`src/design/ext_bus_map.svh`:
```
// constants for the external bus pin block
`ifndef EXT_BUS_MAP_SVH
`define EXT_BUS_MAP_SVH
`define ADDR_W           24
`define DATA_W           32
`define RESET_VEC_ADDR   24'h00_0000
`define SYNC_STAGES      3
`define SHZ_ADDR_RST     24'h00_0000
`endif

```
`src/design/ext_bus_pkg.sv`:
```
// types shared by the external bus pin block
package ext_bus_pkg;
  typedef enum logic [2:0] {
    ST_RESET = 3'b000,
    ST_VEC   = 3'b001,
    ST_IDLE  = 3'b010,
    ST_ACC   = 3'b011,
    ST_HELD  = 3'b100,
    ST_SHUT  = 3'b101
  } bus_state_t;
endpackage : ext_bus_pkg

```
`src/design/pin_sync.sv`:
```
// three-flop synchroniser with agreement filter for pin inputs
`timescale 1ns/1ps
module pin_sync #(
  parameter logic RST_VAL = 1'b1
) (
  input  wire logic clk_i,
  input  wire logic arst_n_i,
  input  wire logic pin_i,
  output logic      level_o
);
  logic s1_q, s2_q, s3_q, lvl_q, lvl_d;
  // only the second and third flops are compared; the first is metastable
  always_comb begin
    lvl_d = lvl_q;
    if (s2_q == s3_q) begin
      lvl_d = s3_q;
    end
  end
  always_ff @(posedge clk_i or negedge arst_n_i) begin
    if (!arst_n_i) begin
      s1_q  <= RST_VAL;
      s2_q  <= RST_VAL;
      s3_q  <= RST_VAL;
      lvl_q <= RST_VAL;
    end else begin
      s1_q  <= pin_i;
      s2_q  <= s1_q;
      s3_q  <= s2_q;
      lvl_q <= lvl_d;
    end
  end
  assign level_o = lvl_q;
endmodule : pin_sync

```
`src/design/ext_bus_pins.sv`:
```
// primary external bus pin control: access, hold, shutdown, ack, flags
//
// Contract
// - direction output high on reads, low on writes.
// - hold low suspends accesses unless the ignore bit is set.
// - grant acknowledge answers a low hold request.
// - no execution while reset is low.
// - after reset, the first access fetches the reset vector.
// - shutdown low floats every pin.
// - shutdown may discard internal state.
// - service acknowledge pulses on the acknowledge instruction.
// - two flag pins serve as general I/O or interlock signals.
// - bus outputs float on shutdown, hold grant or reset as marked.
`timescale 1ns/1ps
`include "ext_bus_map.svh"
module ext_bus_pins #(
  parameter int ADDR_W = `ADDR_W,
  parameter int DATA_W = `DATA_W
) (
  input  wire logic                 clk_i,
  input  wire logic                 arst_n_i,
  // core side
  input  wire logic                 req_i,
  input  wire logic                 req_write_i,
  input  wire logic [ADDR_W-1:0]    req_addr_i,
  output logic                      req_ready_o,
  output logic                      done_o,
  output logic                      vec_fetch_o,
  output logic                      run_o,
  input  wire logic                 request_ignore_bit_i,
  input  wire logic                 ack_instr_i,
  input  wire logic [1:0]           flag_out_i,
  input  wire logic [1:0]           flag_dir_out_i,
  output logic      [1:0]           flag_in_o,
  // pins
  output logic      [ADDR_W-1:0]    address_bus_o,
  output logic                      address_bus_oe_n_o,
  output logic                      rd_wr_n_o,
  output logic                      rd_wr_n_oe_n_o,
  output logic                      access_strobe_n_o,
  output logic                      access_strobe_n_oe_n_o,
  input  wire logic                 ready_n_i,
  input  wire logic                 hold_req_n_i,
  output logic                      bus_grant_ack_n_o,
  output logic                      bus_grant_ack_n_oe_n_o,
  input  wire logic                 shutdown_tristate_n_i,
  output logic                      service_ack_out_o,
  output logic                      service_ack_out_oe_n_o,
  input  wire logic [1:0]           external_flag_pins_i,
  output logic      [1:0]           external_flag_pins_o,
  output logic      [1:0]           external_flag_pins_oe_n_o
);
  import ext_bus_pkg::*;

  initial begin
    if (ADDR_W < 1 || ADDR_W > `ADDR_W) $error("ADDR_W out of range");
  end

  // ------------------------------------------------------------
  // input synchronisers
  // ------------------------------------------------------------
  logic rdy_n_s, hold_n_s, shz_n_s;
  logic [1:0] flag_s;
  pin_sync #(.RST_VAL(1'b1)) u_rdy  (.clk_i(clk_i), .arst_n_i(arst_n_i),
    .pin_i(ready_n_i), .level_o(rdy_n_s));
  pin_sync #(.RST_VAL(1'b1)) u_hold (.clk_i(clk_i), .arst_n_i(arst_n_i),
    .pin_i(hold_req_n_i), .level_o(hold_n_s));
  pin_sync #(.RST_VAL(1'b1)) u_shz  (.clk_i(clk_i), .arst_n_i(arst_n_i),
    .pin_i(shutdown_tristate_n_i), .level_o(shz_n_s));
  pin_sync #(.RST_VAL(1'b0)) u_f0   (.clk_i(clk_i), .arst_n_i(arst_n_i),
    .pin_i(external_flag_pins_i[0]), .level_o(flag_s[0]));
  pin_sync #(.RST_VAL(1'b0)) u_f1   (.clk_i(clk_i), .arst_n_i(arst_n_i),
    .pin_i(external_flag_pins_i[1]), .level_o(flag_s[1]));

  // ------------------------------------------------------------
  // bus state machine
  // ------------------------------------------------------------
  bus_state_t        st_q, st_d;
  logic [ADDR_W-1:0] addr_q, addr_d;
  logic              wr_q, wr_d;
  logic              service_ack_out_q, service_ack_out_d;
  logic [1:0]        fo_q, fo_d, fdir_q, fdir_d;
  logic              hold_on;

  assign hold_on = !hold_n_s && !request_ignore_bit_i;

  always_comb begin
    st_d   = st_q;
    addr_d = addr_q;
    wr_d   = wr_q;
    service_ack_out_d = 1'b0;
    fo_d   = flag_out_i;
    fdir_d = flag_dir_out_i;
    case (st_q)
      ST_RESET: begin
        st_d   = ST_VEC;
        addr_d = ADDR_W'(`RESET_VEC_ADDR);
        wr_d   = 1'b0;
      end
      // vector fetch is the first read
      ST_VEC: begin
        // hold waits for the fetch to end so the strobe never drops mid-cycle
        if (!rdy_n_s) begin
          st_d = ST_IDLE;
        end
      end
      ST_IDLE: begin
        // a stale ready from the last access must clear before the next starts
        if (hold_on) begin
          st_d = ST_HELD;
        end else if (req_i && rdy_n_s) begin
          st_d   = ST_ACC;
          addr_d = req_addr_i;
          wr_d   = req_write_i;
        end
      end
      ST_ACC: begin
        if (!rdy_n_s) begin
          st_d = ST_IDLE;
        end
      end
      ST_HELD: begin
        if (!hold_on) begin
          st_d = ST_IDLE;
        end
      end
      ST_SHUT: begin
        st_d = ST_SHUT;
      end
      default: begin
        st_d = ST_RESET;
      end
    endcase
    if (ack_instr_i && st_q != ST_RESET) begin
      service_ack_out_d = 1'b1;
    end
    // shutdown forces ST_SHUT and clears the ack pulse; only reset leaves it
    if (!shz_n_s) begin
      st_d   = ST_SHUT;
      service_ack_out_d = 1'b0;
    end
  end

  always_ff @(posedge clk_i or negedge arst_n_i) begin
    if (!arst_n_i) begin
      st_q   <= ST_RESET;
      addr_q <= '0;
      wr_q   <= 1'b0;
      service_ack_out_q <= 1'b0;
      fo_q   <= 2'h0;
      fdir_q <= 2'h0;
    end else begin
      st_q   <= st_d;
      addr_q <= addr_d;
      wr_q   <= wr_d;
      service_ack_out_q <= service_ack_out_d;
      fo_q   <= fo_d;
      fdir_q <= fdir_d;
    end
  end

  // ------------------------------------------------------------
  // pin drive
  // ------------------------------------------------------------
  logic active, float_bus, shut;
  assign active = (st_q == ST_VEC) || (st_q == ST_ACC);
  assign shut   = (st_q == ST_SHUT) || !shz_n_s;
  // float on shutdown, hold grant or reset
  assign float_bus = shut || (st_q == ST_HELD) || (st_q == ST_RESET);

  assign address_bus_o          = addr_q;
  assign address_bus_oe_n_o     = float_bus;
  assign rd_wr_n_o              = !wr_q;
  assign rd_wr_n_oe_n_o         = float_bus;
  // strobe low during access; strobe floats only on shutdown/hold
  assign access_strobe_n_o      = !active;
  assign access_strobe_n_oe_n_o = shut || (st_q == ST_HELD);
  assign bus_grant_ack_n_o      = !(st_q == ST_HELD);
  assign bus_grant_ack_n_oe_n_o = shut;
  assign service_ack_out_o      = !service_ack_out_q;
  assign service_ack_out_oe_n_o = shut;
  assign external_flag_pins_o      = fo_q;
  assign external_flag_pins_oe_n_o = (shut || st_q == ST_RESET) ? 2'h3 : ~fdir_q;
  assign flag_in_o                 = flag_s;

  assign req_ready_o = (st_q == ST_IDLE) && !hold_on && shz_n_s && rdy_n_s;
  assign done_o      = active && !rdy_n_s && shz_n_s;
  assign vec_fetch_o = (st_q == ST_VEC);
  assign run_o       = !(st_q == ST_RESET || st_q == ST_SHUT);
endmodule : ext_bus_pins

```
`config.mk`:
```
export PLATFORM = sky130hd
export DESIGN_NAME = ext_bus_pins
export DESIGN_NICKNAME = d
export VERILOG_FILES = /design/src/design/ext_bus_pkg.sv /design/src/design/pin_sync.sv /design/src/design/ext_bus_pins.sv
export VERILOG_INCLUDE_DIRS = /design/src /design/src/design
export SDC_FILE = /design/constraint.sdc
export NUM_CORES = 1
export LEC_CHECK = 0
export BUFFER_PORTS_ARGS = -buffer_cell sky130_fd_sc_hd__buf_2
export CORE_MARGIN = 1
export CORE_UTILIZATION = 50
export DETAILED_ROUTE_END_ITERATION = 7
export PLACE_DENSITY_LB_ADDON = 0.25
export SLEW_MARGIN = 20
export SYNTH_ARGS = -nofsm -noshare
export SYNTH_HDL_FRONTEND = slang
export SYNTH_HIERARCHICAL = 1
export SYNTH_SLANG_ARGS = --single-unit
```
`constraint.sdc`:
```
create_clock -name clk_i -period 2.6 [get_ports clk_i]
set_clock_uncertainty 0.2 [all_clocks]
set_input_delay 0.52 -clock clk_i [delete_from_list [all_inputs] [get_ports clk_i]]
set_output_delay 0.52 -clock clk_i [all_outputs]
set_load 0.02 [all_outputs]
```
Word-level counts from Yosys, hierarchy flattened

Index checks and enable logic that the tools add are counted.

Bits in registers: 53
Latch bits: 0
Memory bits (writable): 0
Memory bits (read-only): 0
Input bits: 39
Output and inout bits: 43
Logic and storage cells: 87
Memories: 0

Add/subtract/negate cells: 0
Multipliers: 0
Div/mod/pow operators: 0
Magnitude comparators: 0
Eq/ne operators: 15
Shifts and indexed selects: 0
Muxes and demuxes: 15
Bitwise gates (word level): 1
Reduce and logical (&&, ||, !) cells: 30

Operator list:

| cell               | count |
|---|---|
| $mux 24            | 2 |
| $pmux 24 s2        | 1 |
| $mux 3             | 5 |
| $pmux 3 s5         | 1 |
| $logic_not 1->1    | 10 |
| $logic_and 1x1->1  | 8 |
| $eq 3x2->1 const B | 2 |
| $eq 3x3->1 const B | 2 |
| $logic_or 1x1->1   | 6 |
| $ne 3x3->1 const B | 2 |
| $reduce_and 3->1   | 2 |
| $eq 1x1->1         | 5 |
| $mux 1             | 4 |
| $ne 2x2->1 const B | 2 |
| $ne 4x4->1 const B | 1 |
| $eq 3x1->1 const B | 1 |
| $logic_not 3->1    | 1 |
| $reduce_bool 3->1  | 1 |
| $mux 2             | 1 |
| $not 2->2          | 1 |
| $pmux 1 s2         | 1 |
| $reduce_bool 2->1  | 1 |
| $reduce_or 2->1    | 1 |

Longest topological paths before layout

Depth in word-level cells: 6
Mapped depth: 7
Gate-level depth less buffers: 4

Hierarchy

The synthesis kept the hierarchy.

By module, submodules not included:

| module                | instances | cells each | area each (sq um) | seq. area each (sq um) |
|---|---|---|---|---|
| ext_bus_pins          | 1         | 108        | 1371.3            | 825.8 |
| pin_sync (u_hold ...) | 3         | 5          | 116.4             | 105.1 |
| pin_sync (u_f0 ...)   | 2         | 5          | 111.4             | 100.1 |

Least setup slack after synthesis

No wires, ideal clock.

Path kind: flip-flop to output port
From: register u_shz.lvl_q, in the netlist u_shz/level_o
To: output rd_wr_n_oe_n_o
Arrival time: 1.442 ns
Required time: 1.880 ns
Path slack: 0.438 ns
Cell stages (with the launch flop): 5
Buffers on the path: 1
Cells stage by stage: dfstp_2 inv_1 a31oi_1 o21ai_0 buf_4

Word-level cells in the longest chain between the ends: 4

Ends and longest elaborated chain:

| item                          | RTL line            | text |
|---|---|---|
| start, declared               | pin_sync.sv:11      | `logic s1_q, s2_q, s3_q, lvl_q, lvl_d;` |
| start signal, assigned        | pin_sync.sv:29      | `lvl_q <= lvl_d;` |
| $logic_not 1->1               | ext_bus_pins.sv:167 | `assign shut = (st_q == ST_SHUT) \|\| !shz_n_s;` |
| $logic_or 1x1->1              | ext_bus_pins.sv:167 |  |
| $logic_or 1x1->1 (2 in a row) | ext_bus_pins.sv:169 | `assign float_bus = shut \|\| (st_q == ST_HELD) \|\| (st_q == ST_RESET);` |
| end, declared                 | ext_bus_pins.sv:39  | `output logic rd_wr_n_oe_n_o,` |

Every way passes these cells.

Final worst setup path

From: register u_shz.lvl_q, in the netlist u_shz/level_o
To: output address_bus_oe_n_o

Word-level cells in the longest chain between the ends: 4

Ends and longest elaborated chain:

| item                          | RTL line            | text |
|---|---|---|
| $logic_not 1->1               | ext_bus_pins.sv:167 |  |
| $logic_or 1x1->1              | ext_bus_pins.sv:167 |  |
| $logic_or 1x1->1 (2 in a row) | ext_bus_pins.sv:169 |  |
| end, declared                 | ext_bus_pins.sv:37  | `output logic address_bus_oe_n_o,` |

Every way passes these cells.

==> flow_summary.json <==
{
  "transition_time_of_the_tightest_slew_check_pin_ns": 0.8639,
  "cts.reportedPaths.clkPinSlew_ns": 0.09,
  "ff_latch_area_um2": 1341,
  "worst_r2r_path_depth": 4,
  "grt_remaining_overflow": 0,
  "max_slew_margin": 0.4241,
  "detail_route.drc_violations": 0,
  "nNetsFinal": 252,
  "mostFrequentLayoutCell": "sky130_fd_sc_hd__buf_2",
  "cp-start-kind": "register",
  "worstPathMaxFanout": 7,
  "design.die.area_um2": 4140,
  "footprint_of_the_multi_input_gates_um2": 486.7,
  "finish.utilization": 0.6567,
  "top_level_ports": 82,
  "areaGrowthSynthToFinish_pct": 24.66,
  "clk_buf_depth": 2,
  "pwr-share-comb": 0.056,
  "first_pass_iters": 4,
  "antenna_cells_inserted": 0,
  "antenna_left": 0,
  "run_status": "finished, final reports clean",
  "netSwitchingFraction": 0.2182,
  "cts-root-buf": "sky130_fd_sc_hd__clkbuf_8",
  "avgSynthCellArea_um2": 14.61,
  "cts_resized": 0,
  "maxClockFrequency_mhz": 419.6,
  "worst-endpoint-required_ns": 1.88,
  "place.detailed.hpwl_mm": 2.704,
  "ys_dominant_reg_cell": "sky130_fd_sc_hd__dfrtp_1",
  "post_route_cells_drive_above_1_share": 0.5234,
  "dieWidth_um": 64.34,
  "post_synth_edffs": 0,
  "synthesis.nets": 172,
  "yosys.cell_types.count": 30,
  "ys_seq_elements": 53,
  "maxCapViolations": 0,
  "post_drt_via_cell_ratio": 5.195,
  "detailedRoute.firstIterationViolations": 171,
  "report.final.slew_viol_count": 0,
  "report.power.total_mw": 1.379,
  "setup.reg_to_reg.worst_slack_ns": 0.35,
  "detailroute.via_count": 1361,
  "p_leak_nw": 1.240,
  "min_period_ns": 2.383,
  "synth-async-reset-ratio": 1.000,
  "fin_crit_sh": 0.9166,
  "core_area_um2": 3689,
  "setup.worst_path.start": "u_shz/level_o$_DFFE_PN1N_",
  "clock_power_share": 0.313,
  "tritoncts_buffers": 5,
  "cellInternalPower_mw": 1.078,
  "track_usage": 0.1974,
  "cts_num_sinks": 53,
  "crit-reg2reg-launch": "st_q[1]$_DFFE_PN0P_",
  "finalWirelength_mm": 3.703,
  "crit_path_end": "address_bus_oe_n_o",
  "post_synth_design_cell_area_um2": 1943,
  "power.share.sequential": 0.632,
  "final_cell_mix": "sky130_fd_sc_hd__buf_2 (81), sky130_fd_sc_hd__dfrtp_1 (41), sky130_fd_sc_hd__a22o_1 (23)",
  "yosysWarningCount": 6,
  "total_number_of_h_tree_levels": 2,
  "antenna_found_initial": 0,
  "timing.setup.critical_path_class": "register to output pin",
  "finalSetupViolations": 0,
  "grt_pass1_wl_mm": 6.044,
  "grt_max_degree": 29,
  "via_count_of_the_first_global_routing_pass": 1288,
  "initial_utilization": 0.5268,
  "irDropWorstVdd_mv": 0.3939,
  "finalWeightedCongestion": 0.8811,
  "ctsHoldBuffers": 0,
  "worstHoldPathType": "primary input to asynchronous set/reset pin",
  "dieHeight_um": 64.34,
  "cp_data_arrival_time_ns": 1.66,
  "routedWlPerCell_um": 14.13,
  "total_switching_power_uw": 300.8,
  "port-buffer-count": 81,
  "clock_latency_at_the_later_pin_of_the_worst_skew_pair_ns": 0.29,
  "unrepaired_setup_endpoints_after_global_routing": "no",
  "synthesis.instances": 133,
  "final-hold-violation-count": 0,
  "worst_setup_path_end_kind": "output pin",
  "power_per_cell_area_nw_per_um2": 569.1,
  "tritoncts": "done",
  "synth_sequential_area_ratio": 0.6903,
  "num-fill-cells": 284,
  "cts.repair_timing.setup_buffer_count": 0,
  "std_cell_rows": 22,
  "reg2reg_to": "address_bus_o[0]$_DFFE_PN0P_",
  "fin_tns_setup_ns": 0
}
## final cells by class
| class | count | area share |
|---|---|---|
| Timing Repair Buffer | 83 | 0.1736 |
| Tap cell | 48 | 0.02479 |
| Clock inverter | 3 | 0.007231 |
| Multi-Input combinational cell | 64 | 0.2009 |
| Sequential cell | 53 | 0.5537 |
| Clock buffer | 5 | 0.02841 |
| Inverter | 6 | 0.01136 |
## cell usage after synthesis, types with 4 or more instances
| library cell | n | share of area |
|---|---|---|
| sky130_fd_sc_hd__inv_1 | 5 | 0.0097 |
| sky130_fd_sc_hd__a22o_1 | 23 | 0.10 |
| sky130_fd_sc_hd__dfstp_2 | 12 | 0.16 |
| sky130_fd_sc_hd__maj3_2 | 5 | 0.029 |
| sky130_fd_sc_hd__dfrtp_1 | 41 | 0.53 |
| sky130_fd_sc_hd__nor2_1 | 5 | 0.0097 |
| sky130_fd_sc_hd__nand2_1 | 8 | 0.015 |
| sky130_fd_sc_hd__buf_2 | 4 | 0.010 |
## worst min path at each step
stage / slack, ns / endpoint / depth (start not counted) / start
CTS: 0.004 / u_f1/s3_q$_DFF_PN0_ / 1 / arst_n_i
global placement: 0.14 / u_f0/s2_q$_DFF_PN0_ / 0 / u_f0/s1_q$_DFF_PN0_
detailed placement: 0.14 / u_f0/s2_q$_DFF_PN0_ / 0 / u_f0/s1_q$_DFF_PN0_
finish: 0.006 / u_f1/s3_q$_DFF_PN0_ / 1 / arst_n_i
floorplan: 0.02 / address_bus_o[0]$_DFFE_PN0P_ / 0 / arst_n_i
global route: 0.03 / u_f1/s3_q$_DFF_PN0_ / 1 / arst_n_i
## cells by family (layout without fill, tap and decap cells)
| family | Yosys count | after routing | synth area share |
|---|---|---|---|
| DFF | 53 | 53 | 0.6903 |
| xor gates and xnor gates | 1 | 1 | 0.004508 |
| adders and majority gates | 5 | 5 | 0.02897 |
| muxes | 1 | 1 | 0.005152 |
| buffers and inverters | 16 | 97 | 0.05924 |
| and+or+nand+nor | 24 | 24 | 0.06826 |
| AOI/OAI and AO/OA | 33 | 33 | 0.1436 |
## per-layer routing
metal  vias to the layer above  GRT usage  wire length, um
li1                        630          -                -
met1                       661     0.2576             1617
met2                        64     0.3184             1806
met3                         6    0.04821              231
met4                         0    0.07500               48
met5                         -          0                0
## metrics by stage
step / worst slack (ns) / cells / hold slack, ns / cell area, um2
detailed placement: 0.3748 / 254 / 0.1385 / 2336
finish: 0.2170 / 262 / 0.005623 / 2422
CTS: 0.2213 / 262 / 0.003600 / 2422
global placement: 0.4743 / 254 / 0.1362 / 2336
floorplan: 0.4380 / 133 / 0.02441 / 1943
global route: 0.08622 / 262 / 0.02784 / 2422
## critical path: stages, from the launching register on
cell and delay, ns:
sky130_fd_sc_hd__dfstp_2 0.60, sky130_fd_sc_hd__inv_1 0.10, sky130_fd_sc_hd__a31oi_1 0.29, sky130_fd_sc_hd__o21ai_0 0.18, sky130_fd_sc_hd__buf_2 0.19
## sequential cells by signal, summed over array words and instances (netlist names), 2 cells and up
name	flops
fdir_q	2
external_flag_pins_o	2
st_q	3
address_bus_o	24
## power by group through the flow
stage,logic (mW),clock network (mW),registers (mW)
floorplan,0.0176,0,0.889
global placement,0.0743,0,0.885
detailed placement,0.0773,0,0.887
CTS,0.0779,0.447,0.871
global route,0.0846,0.484,0.874
finish,0.0766,0.431,0.871
Note: power is estimated with default switching activity, not from simulation.
